==> config.mk <==
export PLATFORM = sky130hd
export DESIGN_NAME = psc_pwm_top
export DESIGN_NICKNAME = d
export VERILOG_FILES = /design/src/design/psc_channel.v /design/src/design/psc_pwm_top.v
export VERILOG_INCLUDE_DIRS = /design/src /design/src/design
export SDC_FILE = /design/constraint.sdc
export NUM_CORES = 1
export LEC_CHECK = 0
export BUFFER_PORTS_ARGS = -buffer_cell sky130_fd_sc_hd__buf_4
export CAP_MARGIN = 20
export CORE_UTILIZATION = 45
export CTS_CLUSTER_SIZE = 30
export DETAILED_ROUTE_END_ITERATION = 6
export MAX_ROUTING_LAYER = met4
export PLACE_DENSITY = 0.73
export SLEW_MARGIN = 20
export SYNTH_ARGS = -nofsm -noshare
export SYNTH_HDL_FRONTEND = slang
export SYNTH_HIERARCHICAL = 1
export SYNTH_SLANG_ARGS = --single-unit
==> constraint.sdc <==
create_clock -name clock -period 11.6 [get_ports clock]
set_input_delay 1.16 -clock clock [delete_from_list [all_inputs] [get_ports clock]]
set_output_delay 1.16 -clock clock [all_outputs]
set_load 0.02 [all_outputs]
==> src/design/psc_defines.vh <==
// constants for the two-channel pwm block: indices, fields, resets
`ifndef PSC_DEFINES_VH
`define PSC_DEFINES_VH

// register indices; the byte address is four times the index
`define PSC_IDX_CONTROL 9'h060
`define PSC_IDX_PRESCALE 9'h061
`define PSC_IDX_SCALE_A 9'h062
`define PSC_IDX_SCALE_B 9'h063
`define PSC_IDX_COUNTER0 9'h064
`define PSC_IDX_COUNTER1 9'h065
`define PSC_IDX_PERIOD0 9'h066
`define PSC_IDX_PERIOD1 9'h067
`define PSC_IDX_DUTY0 9'h068
`define PSC_IDX_DUTY1 9'h069

// control register fields
`define PSC_CTL_ENABLE_LSB 0
`define PSC_CTL_POLARITY_LSB 2
`define PSC_CTL_CLKCHOICE_LSB 4
`define PSC_CTL_CENTER_LSB 6

// prescale register fields
`define PSC_PRE_A_LSB 0
`define PSC_PRE_B_LSB 4
`define PSC_PRE_MASK 8'h77

// reset values
`define PSC_RST_BYTE 8'h00
`define PSC_RST_PRESC 7'h00

// scale counter reload point
`define PSC_SCALE_END 8'h01

`endif

==> src/design/psc_channel.v <==
// one pwm channel: counter, double-buffered period and duty, output
`timescale 1ns/10ps
`default_nettype none
`include "psc_defines.vh"

module psc_channel (
  input wire clock,
  input wire sys_rst,
  input wire tick,
  input wire enable,
  input wire polarity,
  input wire center,
  input wire cntWrite,
  input wire perWrite,
  input wire dutyWrite,
  input wire [7:0] wdata,
  output wire [7:0] count,
  output wire [7:0] periodBuf,
  output wire [7:0] dutyBuf,
  output wire pwmOut
);

  reg [7:0] cnt_ff;
  reg [7:0] perBuf_ff;
  reg [7:0] dutyBuf_ff;
  reg [7:0] perAct_ff;
  reg [7:0] dutyAct_ff;
  reg down_ff;
  reg run_ff;
  reg out_ff;
  reg [7:0] nxt_cnt;
  reg [7:0] nxt_perBuf;
  reg [7:0] nxt_dutyBuf;
  reg [7:0] nxt_perAct;
  reg [7:0] nxt_dutyAct;
  reg nxt_down;
  reg nxt_run;
  reg nxt_out;
  reg periodEnd;
  reg load;
  wire [7:0] cntUp;
  wire [7:0] cntDown;

  assign cntUp = cnt_ff + 8'h01;
  assign cntDown = cnt_ff - 8'h01;

  // ==========================================================
  // next state
  always @*
  begin
    nxt_perBuf = perWrite ? wdata : perBuf_ff;
    nxt_dutyBuf = dutyWrite ? wdata : dutyBuf_ff;
    nxt_cnt = cnt_ff;
    nxt_down = down_ff;
    periodEnd = 1'b0;
    // enable only takes hold on an edge of the channel clock
    nxt_run = tick ? enable : run_ff;
    if (!enable)
      nxt_run = 1'b0;
    if (run_ff && enable && tick)
    begin
      if (!center)
      begin
        if (cntUp >= perAct_ff)
        begin
          nxt_cnt = 8'h00;
          periodEnd = 1'b1;
        end
        else
          nxt_cnt = cntUp;
      end
      else if (!down_ff)
      begin
        nxt_cnt = cntUp;
        if (cntUp >= perAct_ff)
          nxt_down = 1'b1;
      end
      else
      begin
        nxt_cnt = cntDown;
        if (cntDown == 8'h00)
        begin
          nxt_down = 1'b0;
          periodEnd = 1'b1;
        end
      end
    end
    if (cntWrite)
    begin
      nxt_cnt = 8'h00;
      nxt_down = 1'b0;
    end
    // disabled channel passes buffers straight to the latches
    load = periodEnd || cntWrite || !enable;
    nxt_perAct = load ? nxt_perBuf : perAct_ff;
    nxt_dutyAct = load ? nxt_dutyBuf : dutyAct_ff;
    // level before the duty match follows polarity
    // center mode matches again on the way down: the polarity level lasts twice duty
    if (center && nxt_down)
      nxt_out = polarity ^ (nxt_cnt > nxt_dutyAct);
    else
      nxt_out = polarity ^ (nxt_cnt >= nxt_dutyAct);
  end

  // ==========================================================
  // registers
  always @(posedge clock)
  begin
    if (sys_rst)
    begin
      cnt_ff <= `PSC_RST_BYTE;
      perBuf_ff <= `PSC_RST_BYTE;
      dutyBuf_ff <= `PSC_RST_BYTE;
      perAct_ff <= `PSC_RST_BYTE;
      dutyAct_ff <= `PSC_RST_BYTE;
      down_ff <= 1'b0;
      run_ff <= 1'b0;
      out_ff <= 1'b0;
    end
    else
    begin
      cnt_ff <= nxt_cnt;
      perBuf_ff <= nxt_perBuf;
      dutyBuf_ff <= nxt_dutyBuf;
      perAct_ff <= nxt_perAct;
      dutyAct_ff <= nxt_dutyAct;
      down_ff <= nxt_down;
      run_ff <= nxt_run;
      out_ff <= nxt_out;
    end
  end

  assign count = cnt_ff;
  assign periodBuf = perBuf_ff;
  assign dutyBuf = dutyBuf_ff;
  assign pwmOut = out_ff;

endmodule
`default_nettype wire

==> src/design/psc_pwm_top.v <==
// two-channel 8-bit pwm with clock dividers and apb register slave
//
// Behaviour
// - scaled clock A is A over twice scale
// - scaled clock B is B over twice scale
// - scale zero means 256, divide by 512
// - scale write reloads its down-counter at once
// - each channel has 8-bit counter on its clock
// - counter read returns live count, no effect
// - left aligned counts zero to period minus one
// - center aligned counts up to period, down
// - counter write clears, up, loads, sets output
// - counter clears at end of each period
// - disabled channel counter holds its value
// - enabling resumes from current counter value
// - period writes buffered until period end events
// - duty writes buffered until period end events
// - disabled channel writes reach buffer and latch
// - period and duty reads return buffer value
// - output period is period or twice period
// - duty equal to counter toggles the output
// - polarity picks start level and duty meaning
// - high fraction is duty or period minus duty
// - prescaled clocks divide by powers of two
// - channel picks prescaled or scaled clock
// - enable takes effect on next source clock
// - alignment bit selects left or center mode
//
// Implementation choice: the APB interface to the registers.
`timescale 1ns/10ps
`default_nettype none
`include "psc_defines.vh"

module psc_pwm_top (
  input wire clock,
  input wire sys_rst,
  input wire psel,
  input wire penable,
  input wire pwrite,
  input wire [11:0] paddr,
  input wire [31:0] pwdata,
  output wire [31:0] prdata,
  output wire pready,
  output wire pslverr,
  output wire pwm0,
  output wire pwm1
);

  // ==========================================================
  // apb slave state
  reg [31:0] prdata_ff;
  reg pready_ff;
  reg pslverr_ff;
  reg [31:0] nxt_prdata;
  reg nxt_pslverr;
  reg hit;
  reg [7:0] rdByte;
  wire [8:0] regIdx;
  wire aligned;
  wire setup;
  wire wrDone;

  // ==========================================================
  // configuration registers
  reg [7:0] control_ff;
  reg [7:0] prescale_ff;
  reg [7:0] scaleA_ff;
  reg [7:0] scaleB_ff;
  reg [6:0] presc_ff;
  reg [6:0] nxt_presc;

  // ==========================================================
  // per-clock-path and per-channel wires
  wire [1:0] preTick;
  wire [1:0] scaleTick;
  wire [1:0] chanTick;
  wire [1:0] scaleWrite;
  wire [1:0] cntWrite;
  wire [1:0] perWrite;
  wire [1:0] dutyWrite;
  wire [1:0] pwmOut;
  wire [7:0] countCh0;
  wire [7:0] countCh1;
  wire [7:0] perCh0;
  wire [7:0] perCh1;
  wire [7:0] dutyCh0;
  wire [7:0] dutyCh1;
  wire [15:0] countAll;
  wire [15:0] perAll;
  wire [15:0] dutyAll;
  wire [15:0] scaleAll;
  wire [5:0] preSelAll;
  wire anyEnable;

  // ==========================================================
  // address decode
  assign regIdx = paddr[10:2];
  assign aligned = (paddr[1:0] == 2'h0) && !paddr[11];
  assign setup = psel && !penable;
  // write lands only at the edge where the access completes
  assign wrDone = psel && penable && pready_ff && pwrite && !pslverr_ff;

  always @*
  begin
    hit = aligned;
    rdByte = 8'h00;
    case (regIdx)
      `PSC_IDX_CONTROL:
        rdByte = control_ff;
      `PSC_IDX_PRESCALE:
        rdByte = prescale_ff;
      `PSC_IDX_SCALE_A:
        rdByte = scaleA_ff;
      `PSC_IDX_SCALE_B:
        rdByte = scaleB_ff;
      `PSC_IDX_COUNTER0:
        rdByte = countCh0;
      `PSC_IDX_COUNTER1:
        rdByte = countCh1;
      `PSC_IDX_PERIOD0:
        rdByte = perCh0;
      `PSC_IDX_PERIOD1:
        rdByte = perCh1;
      `PSC_IDX_DUTY0:
        rdByte = dutyCh0;
      `PSC_IDX_DUTY1:
        rdByte = dutyCh1;
      default:
        hit = 1'b0;
    endcase
    if (!aligned)
      rdByte = 8'h00;
    nxt_prdata = {24'h000000, rdByte};
    nxt_pslverr = !hit;
  end

  // ==========================================================
  // apb answer: read data captured in setup, no wait states
  always @(posedge clock)
  begin
    if (sys_rst)
    begin
      prdata_ff <= 32'h00000000;
      pready_ff <= 1'b0;
      pslverr_ff <= 1'b0;
    end
    else
    begin
      pready_ff <= setup;
      if (setup)
      begin
        prdata_ff <= pwrite ? 32'h00000000 : nxt_prdata;
        pslverr_ff <= nxt_pslverr;
      end
      else if (!psel)
      begin
        pslverr_ff <= 1'b0;
      end
    end
  end

  assign prdata = prdata_ff;
  assign pready = pready_ff;
  assign pslverr = pslverr_ff;

  // ==========================================================
  // write strobes
  assign scaleWrite[0] = wrDone && (regIdx == `PSC_IDX_SCALE_A);
  assign scaleWrite[1] = wrDone && (regIdx == `PSC_IDX_SCALE_B);
  assign cntWrite[0] = wrDone && (regIdx == `PSC_IDX_COUNTER0);
  assign cntWrite[1] = wrDone && (regIdx == `PSC_IDX_COUNTER1);
  assign perWrite[0] = wrDone && (regIdx == `PSC_IDX_PERIOD0);
  assign perWrite[1] = wrDone && (regIdx == `PSC_IDX_PERIOD1);
  assign dutyWrite[0] = wrDone && (regIdx == `PSC_IDX_DUTY0);
  assign dutyWrite[1] = wrDone && (regIdx == `PSC_IDX_DUTY1);

  always @(posedge clock)
  begin
    if (sys_rst)
    begin
      control_ff <= `PSC_RST_BYTE;
      prescale_ff <= `PSC_RST_BYTE;
      scaleA_ff <= `PSC_RST_BYTE;
      scaleB_ff <= `PSC_RST_BYTE;
    end
    else
    begin
      if (wrDone && (regIdx == `PSC_IDX_CONTROL))
        control_ff <= pwdata[7:0];
      if (wrDone && (regIdx == `PSC_IDX_PRESCALE))
        prescale_ff <= pwdata[7:0] & `PSC_PRE_MASK;
      if (scaleWrite[0])
        scaleA_ff <= pwdata[7:0];
      if (scaleWrite[1])
        scaleB_ff <= pwdata[7:0];
    end
  end

  // ==========================================================
  // prescaler: stops when both channels are off to save power
  assign anyEnable = |control_ff[`PSC_CTL_ENABLE_LSB+1:`PSC_CTL_ENABLE_LSB];

  always @*
  begin
    nxt_presc = presc_ff;
    if (anyEnable)
      nxt_presc = presc_ff + 7'h01;
  end

  always @(posedge clock)
  begin
    if (sys_rst)
      presc_ff <= `PSC_RST_PRESC;
    else
      presc_ff <= nxt_presc;
  end

  assign scaleAll = {scaleB_ff, scaleA_ff};
  assign preSelAll = {prescale_ff[`PSC_PRE_B_LSB+2:`PSC_PRE_B_LSB],
    prescale_ff[`PSC_PRE_A_LSB+2:`PSC_PRE_A_LSB]};

  // ==========================================================
  // per path clock A/B dividers and per channel timers
  genvar i;
  generate
    for (i = 0; i < 2; i = i + 1)
    begin : gPath
      reg [7:0] scaleCnt_ff;
      reg half_ff;
      reg [7:0] nxt_scaleCnt;
      reg nxt_half;
      wire [2:0] preSel;
      wire [6:0] preMask;
      wire scalePulse;

      assign preSel = preSelAll[3*i+2:3*i];
      // divide by 2^sel: tick when the low sel bits are all ones
      assign preMask = ~(7'h7F << preSel);
      assign preTick[i] = anyEnable && ((presc_ff & preMask) == preMask);
      assign scalePulse = preTick[i] && (scaleCnt_ff == `PSC_SCALE_END);

      always @*
      begin
        nxt_scaleCnt = scaleCnt_ff;
        nxt_half = half_ff;
        if (preTick[i])
        begin
          // zero reloads as zero, then wraps: 256 ticks
          if (scaleCnt_ff == `PSC_SCALE_END)
          begin
            nxt_scaleCnt = scaleAll[8*i+7:8*i];
            nxt_half = !half_ff;
          end
          else
            nxt_scaleCnt = scaleCnt_ff - 8'h01;
        end
        if (scaleWrite[i])
          nxt_scaleCnt = pwdata[7:0];
      end

      always @(posedge clock)
      begin
        if (sys_rst)
        begin
          scaleCnt_ff <= `PSC_RST_BYTE;
          half_ff <= 1'b0;
        end
        else
        begin
          scaleCnt_ff <= nxt_scaleCnt;
          half_ff <= nxt_half;
        end
      end

      // the divide by two: one tick every second pulse
      assign scaleTick[i] = scalePulse && half_ff;
      assign chanTick[i] = control_ff[`PSC_CTL_CLKCHOICE_LSB+i] ?
        scaleTick[i] : preTick[i];

      psc_channel uChan (
        .clock(clock),
        .sys_rst(sys_rst),
        .tick(chanTick[i]),
        .enable(control_ff[`PSC_CTL_ENABLE_LSB+i]),
        .polarity(control_ff[`PSC_CTL_POLARITY_LSB+i]),
        .center(control_ff[`PSC_CTL_CENTER_LSB+i]),
        .cntWrite(cntWrite[i]),
        .perWrite(perWrite[i]),
        .dutyWrite(dutyWrite[i]),
        .wdata(pwdata[7:0]),
        .count(countAll[8*i+7:8*i]),
        .periodBuf(perAll[8*i+7:8*i]),
        .dutyBuf(dutyAll[8*i+7:8*i]),
        .pwmOut(pwmOut[i])
      );
    end
  endgenerate

  assign countCh0 = countAll[7:0];
  assign countCh1 = countAll[15:8];
  assign perCh0 = perAll[7:0];
  assign perCh1 = perAll[15:8];
  assign dutyCh0 = dutyAll[7:0];
  assign dutyCh1 = dutyAll[15:8];

  // outputs come straight from each channel's output flop
  assign pwm0 = pwmOut[0];
  assign pwm1 = pwmOut[1];

endmodule
`default_nettype wire

== After elaboration in Yosys (flattened, before gate mapping) ==
Index checks and enable logic that the tools add are counted.
Word-level totals
  register bits after elaboration: 175
  latch bits: 0
  bits in writable memories: 0
  memory bits (read-only): 0
  bits of input ports: 49
  logic and storage cells: 171
  memories kept: 0
Operators by class
  $add $sub $neg: 7
  $mul: 0
  div/mod/pow operators: 0
  magnitude comparators: 6
  equal/unequal tests: 15
  shifts and indexed selects: 2
  multiplexer cells: 52
  bitwise operators: 10
  reductions and logical operators: 51
Operator list (count)
  $mux W8: 24
  $eq A9 B7 Y1 const B: 10
  $pmux W8 S10: 1
  $ge A8 B8 Y1: 4
  $sub A8 B1 Y8 const B: 4
  $logic_and A1 B1 Y1: 28
  $mux W1: 27
  $add A8 B1 Y8 const B: 2
  $eq A8 B1 Y1 const B: 2
  $gt A8 B8 Y1: 2
  $logic_not A8 Y1: 2
  $and A7 B7 Y7: 2
  $eq A7 B7 Y1: 2
  $not A7 Y7: 2
  $shl A7 B3 Y7 const A: 2
  $reduce_or A10 Y1: 1
  $logic_not A1 Y1: 8
  $add A7 B1 Y7 const B: 1
  $reduce_or A2 Y1: 3
  $logic_or A1 B1 Y1: 4
  $reduce_and A2 Y1: 2
  $reduce_bool A2 Y1: 2
  $xor A1 B1 Y1: 4
  $logic_not A2 Y1: 1
  2 further kinds: 3

== Logic depth before layout (Yosys ltp) ==
  word-level depth: 16
  mapped depth: 21
  gate-level depth less buffers: 19

== By module ==
Netlist, hierarchy kept.
By module, submodules not included
  psc_pwm_top: times used 1, cells each 517, area an instance 4160.2 sq um, sequential area each 1301.2 sq um
  psc_channel (gPath[0].uChan): times used 1, cells each 307, area an instance 2765.2 sq um, sequential area each 860.8 sq um
  psc_channel (gPath[1].uChan): times used 1, cells each 295, area an instance 2752.6 sq um, sequential area each 860.8 sq um

== Worst setup path after synthesis ==
No wires, ideal clock.
  path kind: in2reg
  from: in paddr[6]
  to: reg gPath[0].uChan.out_ff
  setup time: 122 ps
  arrival time: 4422 ps
  setup slack: 7056 ps
  stages on the path: 16
  path buffers: 2
  cells stage by stage: or3b_1 > buf_2 > nor3_1 > nand2_1 > nor3_1 > nor2b_1 > o311ai_4 > buf_12 > mux2i_1 > ha_1 > nor3b_1 > o21ai_0 > a21o_1 > o311ai_0 > o221ai_1 > a311o_1
Between the ends
  cells in the longest elaborated chain, start to end: 8
  elaborated cells between the ends (all ways): 16
  classes of those cells: 2 x order compare; 2 x eq/ne; 5 x mux; 2 x bitwise; 5 x reduce/logical
RTL lines
  start: declaration: RTL line psc_pwm_top.v:40  | input wire [11:0] paddr,
  $eq A9 B7 Y1 (*)
  $logic_and A1 B1 Y1 (*): RTL line psc_pwm_top.v:170  | assign cntWrite[0] = wrDone && (regIdx == `PSC_IDX_COUNTER0);
  net cntWrite[0]: RTL line psc_pwm_top.v:78  | wire [1:0] cntWrite;
  $logic_or A1 B1 Y1 (*) (2 in series): RTL line psc_channel.v:94  | load = periodEnd || cntWrite || !enable;
  $mux W8 (*): RTL line psc_channel.v:96  | nxt_dutyAct = load ? nxt_dutyBuf : dutyAct_ff;
  net gPath[0].uChan.nxt_dutyAct[0]: RTL line psc_channel.v:35  | reg [7:0] nxt_dutyAct;
  $ge A8 B8 Y1 / $gt A8 B8 Y1 (equally long branches): RTL line psc_channel.v:102, psc_channel.v:100
  $xor A1 B1 Y1, on equally long branches: RTL line psc_channel.v:102, psc_channel.v:100
  $mux W1 (*): RTL line psc_channel.v:99  | if (center && nxt_down)
  end signal: assignment: RTL line psc_channel.v:129  | out_ff <= nxt_out;
  end: declaration: RTL line psc_channel.v:30  | reg out_ff;
The timed path passes the listed nets; every way through them passes the cells marked *.
A chain may end at the register's enable or synchronous reset.

== Worst setup path after layout ==
  from: reg presc_ff[0]
  to: reg gPath[0].uChan.out_ff
Between the ends
  cells in the longest elaborated chain, start to end: 14
  elaborated cells between the ends (all ways): 21
  classes of those cells: 2 x order compare; 1 x eq/ne; 8 x mux; 3 x bitwise; 7 x reduce/logical
RTL lines
  start: declaration: RTL line psc_pwm_top.v:69  | reg [6:0] presc_ff;
  start signal: assignment: RTL line psc_pwm_top.v:213  | presc_ff <= `PSC_RST_PRESC;
  start signal: assignment: RTL line psc_pwm_top.v:215  | presc_ff <= nxt_presc;
  $and A7 B7 Y7 (*): RTL line psc_pwm_top.v:239  | assign preTick[i] = anyEnable && ((presc_ff & preMask) == preMask);
  $eq A7 B7 Y1 (*): RTL line psc_pwm_top.v:239
  $logic_and A1 B1 Y1 (*): RTL line psc_pwm_top.v:239
  $logic_and A1 B1 Y1: RTL line psc_pwm_top.v:240  | assign scalePulse = preTick[i] && (scaleCnt_ff == `PSC_SCALE_END);
  $logic_and A1 B1 Y1: RTL line psc_pwm_top.v:276  | assign scaleTick[i] = scalePulse && half_ff;
  $mux W1 (*): RTL line psc_pwm_top.v:277  | assign chanTick[i] = control_ff[`PSC_CTL_CLKCHOICE_LSB+i] ?
  net chanTick[0]: RTL line psc_pwm_top.v:76  | wire [1:0] chanTick;
  $logic_and A1 B1 Y1 (*): RTL line psc_channel.v:60  | if (run_ff && enable && tick)
  $mux W1 (*): RTL line psc_channel.v:60
  $logic_or A1 B1 Y1 (*) (2 in series): RTL line psc_channel.v:94
  $mux W8 (*): RTL line psc_channel.v:96
  net gPath[0].uChan.nxt_dutyAct[0]: RTL line psc_channel.v:35
  $ge A8 B8 Y1 / $gt A8 B8 Y1 (equally long branches): RTL line psc_channel.v:102, psc_channel.v:100
  $xor A1 B1 Y1, on equally long branches: RTL line psc_channel.v:102, psc_channel.v:100
  $mux W1 (*): RTL line psc_channel.v:99
Marked as above.

==> results.py <==
metrics = {
    "status": {
        "status": "completed",
    },
    "power": {
        "vdd_drop_max_mv": 0.07337,
        "pwr-share-seq": 0.446,
        "leakagePower_nw": 4.222,
        "power_density_nw_per_um2": 110.8,
        "combPwrFrac": 0.044,
        "switching_share": 0.2254,
        "clkPwrFrac": 0.510,
        "finalPower_mw": 1.164,
        "p_int_mw": 0.9019,
        "netSwitchingPower_mw": 0.2625,
    },
    "cells_and_area": {
        "drive_gt1_frac": 0.1478,
        "final_nets": 1209,
        "syn2layout_area_growth_pct": 8.623,
        "diodes": 0,
        "nFillCells": 1980,
    },
    "logic_synthesis": {
        "async_flop_share": 0,
        "synth_seq_cells": 151,
        "synth_top_area_share": 0.3123,
        "ys_warn_count": 6,
        "synth_cell_type_count": 91,
        "yosysTopAreaCell": "dfxtp_1",
        "synthesis.area_um2": 9678,
        "avgSynthCellArea_um2": 8.649,
        "yosys-top-cells-area": "dfxtp_1, mux2i_1, ha_1",
        "synthFlopType": "dfxtp_1",
        "synth_edf_count": 0,
        "synthCells": 1119,
        "yosysSeqAreaShare": 0.3123,
    },
    "drt": {
        "drt_first_pass_iters": 5,
        "wl_per_cell_um": 18.43,
        "wirelength_mm": 25.89,
        "ant_nets": 0,
        "dr.first_iter.drc_count": 793,
        "num_vias": 8193,
        "viasPerCell": 5.831,
        "drc": 0,
    },
    "cts": {
        "cts-root-buf": "clkbuf_16",
        "cts_tree": "built",
        "hold_buffers": 0,
        "clk_latency_ns": 0.43,
        "clkSlewWorstSetupHoldPaths_ns": 0.06,
        "cts_buffer_depth": 2,
        "cts.sinks": 151,
        "numCtsBuffers": 17,
        "cts_resized": 0,
        "h-tree-depth": 4,
        "post_cts_buffers": 0,
    },
    "floorplanning": {
        "core_um2": 21020,
        "die-width_um": 148.7,
        "die_area_um2": 22100,
        "die_height_um": 148.7,
        "rows": 53,
        "io_pins": 85,
        "start_util": 0.4604,
    },
    "sta": {
        "period_share": 0.4718,
        "rsz0062_at_grt": "no",
        "setup_viol": 0,
        "maxSlewHeadroom": 0.3477,
        "setup_tns_ns": 0,
        "fin_skew_ns": 0.01014,
        "slew_viol_final": 0,
        "worstMarginPinSlew_ns": 0.9749,
        "finalHoldViolations": 0,
        "max_freq_mhz": 182.7,
        "finalCriticalPeriod_ns": 5.473,
    },
    "global_route": {
        "overflow": 0,
        "antenna_found_initial": 0,
        "grt_max_degree": 78,
        "grt_pass1_vias": 7794,
        "grtUsageTotal": 0.2477,
        "grt_pass1_wl_mm": 41.10,
    },
    "placement": {
        "port_buffers": 36,
        "dp_hpwl_mm": 18.30,
        "place_congestion": 0.9501,
    },
    "setup_path": {
        "cp.arrival_ns": 5.79,
        "startpoint_type": "flop",
        "cp_data_required_time_ns": 11.91,
        "cp_slowest_cell": "nand3_1",
        "cp_top_family": "compound AO/OA/AOI/OAI gates",
        "critPathMaxFanout": 24,
        "end_kind": "flop",
        "max_stage_delay_ns": 0.45,
        "path_cells": "nand2_1 -> a211oi_1 -> a22oi_1 -> nand2b_1 -> a21oi_1 -> nand3_1 -> nor2_1 -> and3b_1 -> o2111ai_2 -> o311ai_4 -> buf_4 -> mux2i_1 -> ha_1 -> nor3b_1 -> o21ai_0 -> a21o_1 -> o311ai_0 -> o221ai_1 -> a311o_1",
        "crit_type": "flop to flop",
        "crit_buf_inv": 1,
    },
    "min_path": {
        "hold_class": "flop to flop",
    },
    "flow_run": {
        "drv_cap": 0,
    },
}
## worst register-to-register path: cells and delay by family, from the launching register on
family                   cells  cell delay, ns
flip-flops                   1            0.42
adder cells (fa/ha/maj)      1            0.27
AO/OA/AOI/OAI               10            2.15
buffers and inverters        1            0.43
multiplexers                 1            0.27
AND/OR/NAND/NOR              6            1.80
## power groups by stage
stage               sequential (mW)  combinational [mW]  clock (mW)
global placement              0.531              0.0492           0
global route                  0.519              0.0537       0.625
floorplan                     0.532              0.0349           0
detailed placement            0.531              0.0496           0
CTS                           0.519              0.0496       0.600
finish                        0.519              0.0507       0.594
## area by class of cell
class	instances	area [um2]	share of cell area
clock buffers	19	452.9	0.04308
clock inverters	13	177.7	0.01690
inverters	35	131.4	0.01250
multi-input cells	871	6076	0.5780
flip-flops and latches	151	3023	0.2876
well taps	275	344.1	0.03273
repair buffers	41	307.8	0.02928
## final timing paths
kind                            start                               end  slack, ns  depth (start not counted)
min reg2reg    prdata[7]$_SDFFE_PP0P_            prdata[7]$_SDFFE_PP0P_       0.49                          2
min            prdata[7]$_SDFFE_PP0P_            prdata[7]$_SDFFE_PP0P_       0.49                          2
max          presc_ff[0]$_SDFFE_PP0P_  gPath[0].uChan/pwmOut$_SDFF_PP0_       6.13                         19
max reg2reg  presc_ff[0]$_SDFFE_PP0P_  gPath[0].uChan/pwmOut$_SDFF_PP0_       6.13                         19
## per-stage QoR
step           hold slack [ns]  cells  setup WS, ns  area (um2)    util
2_1_floorplan           0.4403   1142         7.056        9764       -
3_3_place_gp            0.4592   1373         6.098        9882  0.4701
3_5_place_dp            0.4697   1373         6.112        9882  0.4701
4_1_cts                 0.4842   1405         6.118       10510  0.5001
5_1_grt                 0.5056   1405         5.733       10510  0.5001
6_report                0.4876   1405         6.127       10510  0.5001
## Yosys cell counts, types with 14 or more instances
| master | instances |
|---|---|
| xor2_1 | 14 |
| clkbuf_1 | 27 |
| mux2_2 | 24 |
| nor3_1 | 25 |
| mux2_4 | 25 |
| nand2b_1 | 17 |
| nand2_1 | 97 |
| nor2b_1 | 48 |
| inv_1 | 35 |
| a21oi_1 | 59 |
| buf_2 | 14 |
| dfxtp_1 | 151 |
| a31oi_1 | 20 |
| mux2i_1 | 61 |
| ha_1 | 43 |
| o21ai_0 | 49 |
| buf_4 | 28 |
| nor2_1 | 131 |
| nand3_1 | 24 |
| xnor2_1 | 15 |
## state kept, by name, indices dropped and copies added, names as in the netlist, 2 cells and up
name,cells
control_ff,8
prescale_ff,6
prdata,8
gPath.half_ff,2
gPath.uChan/dutyAct_ff,16
gPath.uChan/periodBuf,16
gPath.uChan/down_ff,2
gPath.scaleCnt_ff,16
gPath.uChan/dutyBuf,16
scaleA_ff,8
gPath.uChan/count,16
gPath.uChan/perAct_ff,16
gPath.uChan/pwmOut,2
presc_ff,7
gPath.uChan/run_ff,2
scaleB_ff,8
## placed cells by master, fill, tap and decap left out, drive strengths merged, types with 14 or more instances in the layout
master / instances
ha: 43
a31oi: 20
xor2: 14
nor2: 136
inv: 35
dfxtp: 151
nor2b: 48
o21ai: 51
xnor2: 15
mux2: 49
nand2: 97
clkbuf: 19
mux2i: 61
nor3: 29
nand3: 25
a21oi: 60
conb: 24
nand2b: 18
buf: 41
## kinds of logic (layout without fill, tap and decap cells)
kind of cell | Yosys count | count (layout) | share of synthesized area
muxes | 117 | 117 | 0.1461
AOI/OAI and AO/OA | 221 | 221 | 0.1560
other | 1 | 24 | 0.0003875
DFF | 151 | 151 | 0.3123
buffers and inverters | 120 | 108 | 0.06878
xor gates and xnor gates | 29 | 29 | 0.02625
adders and majority gates | 43 | 43 | 0.05559
and+or+nand+nor | 437 | 437 | 0.2345
## metal layers
layer  up-vias  track usage  routed length, um
met5         -            -                  0
met4         0      0.07680                457
met3        39      0.03896               1804
met2       314       0.3848              11720
met1      3907       0.3288              11910
li1       3933            -                  -
(Power assumes the default switching activity.)
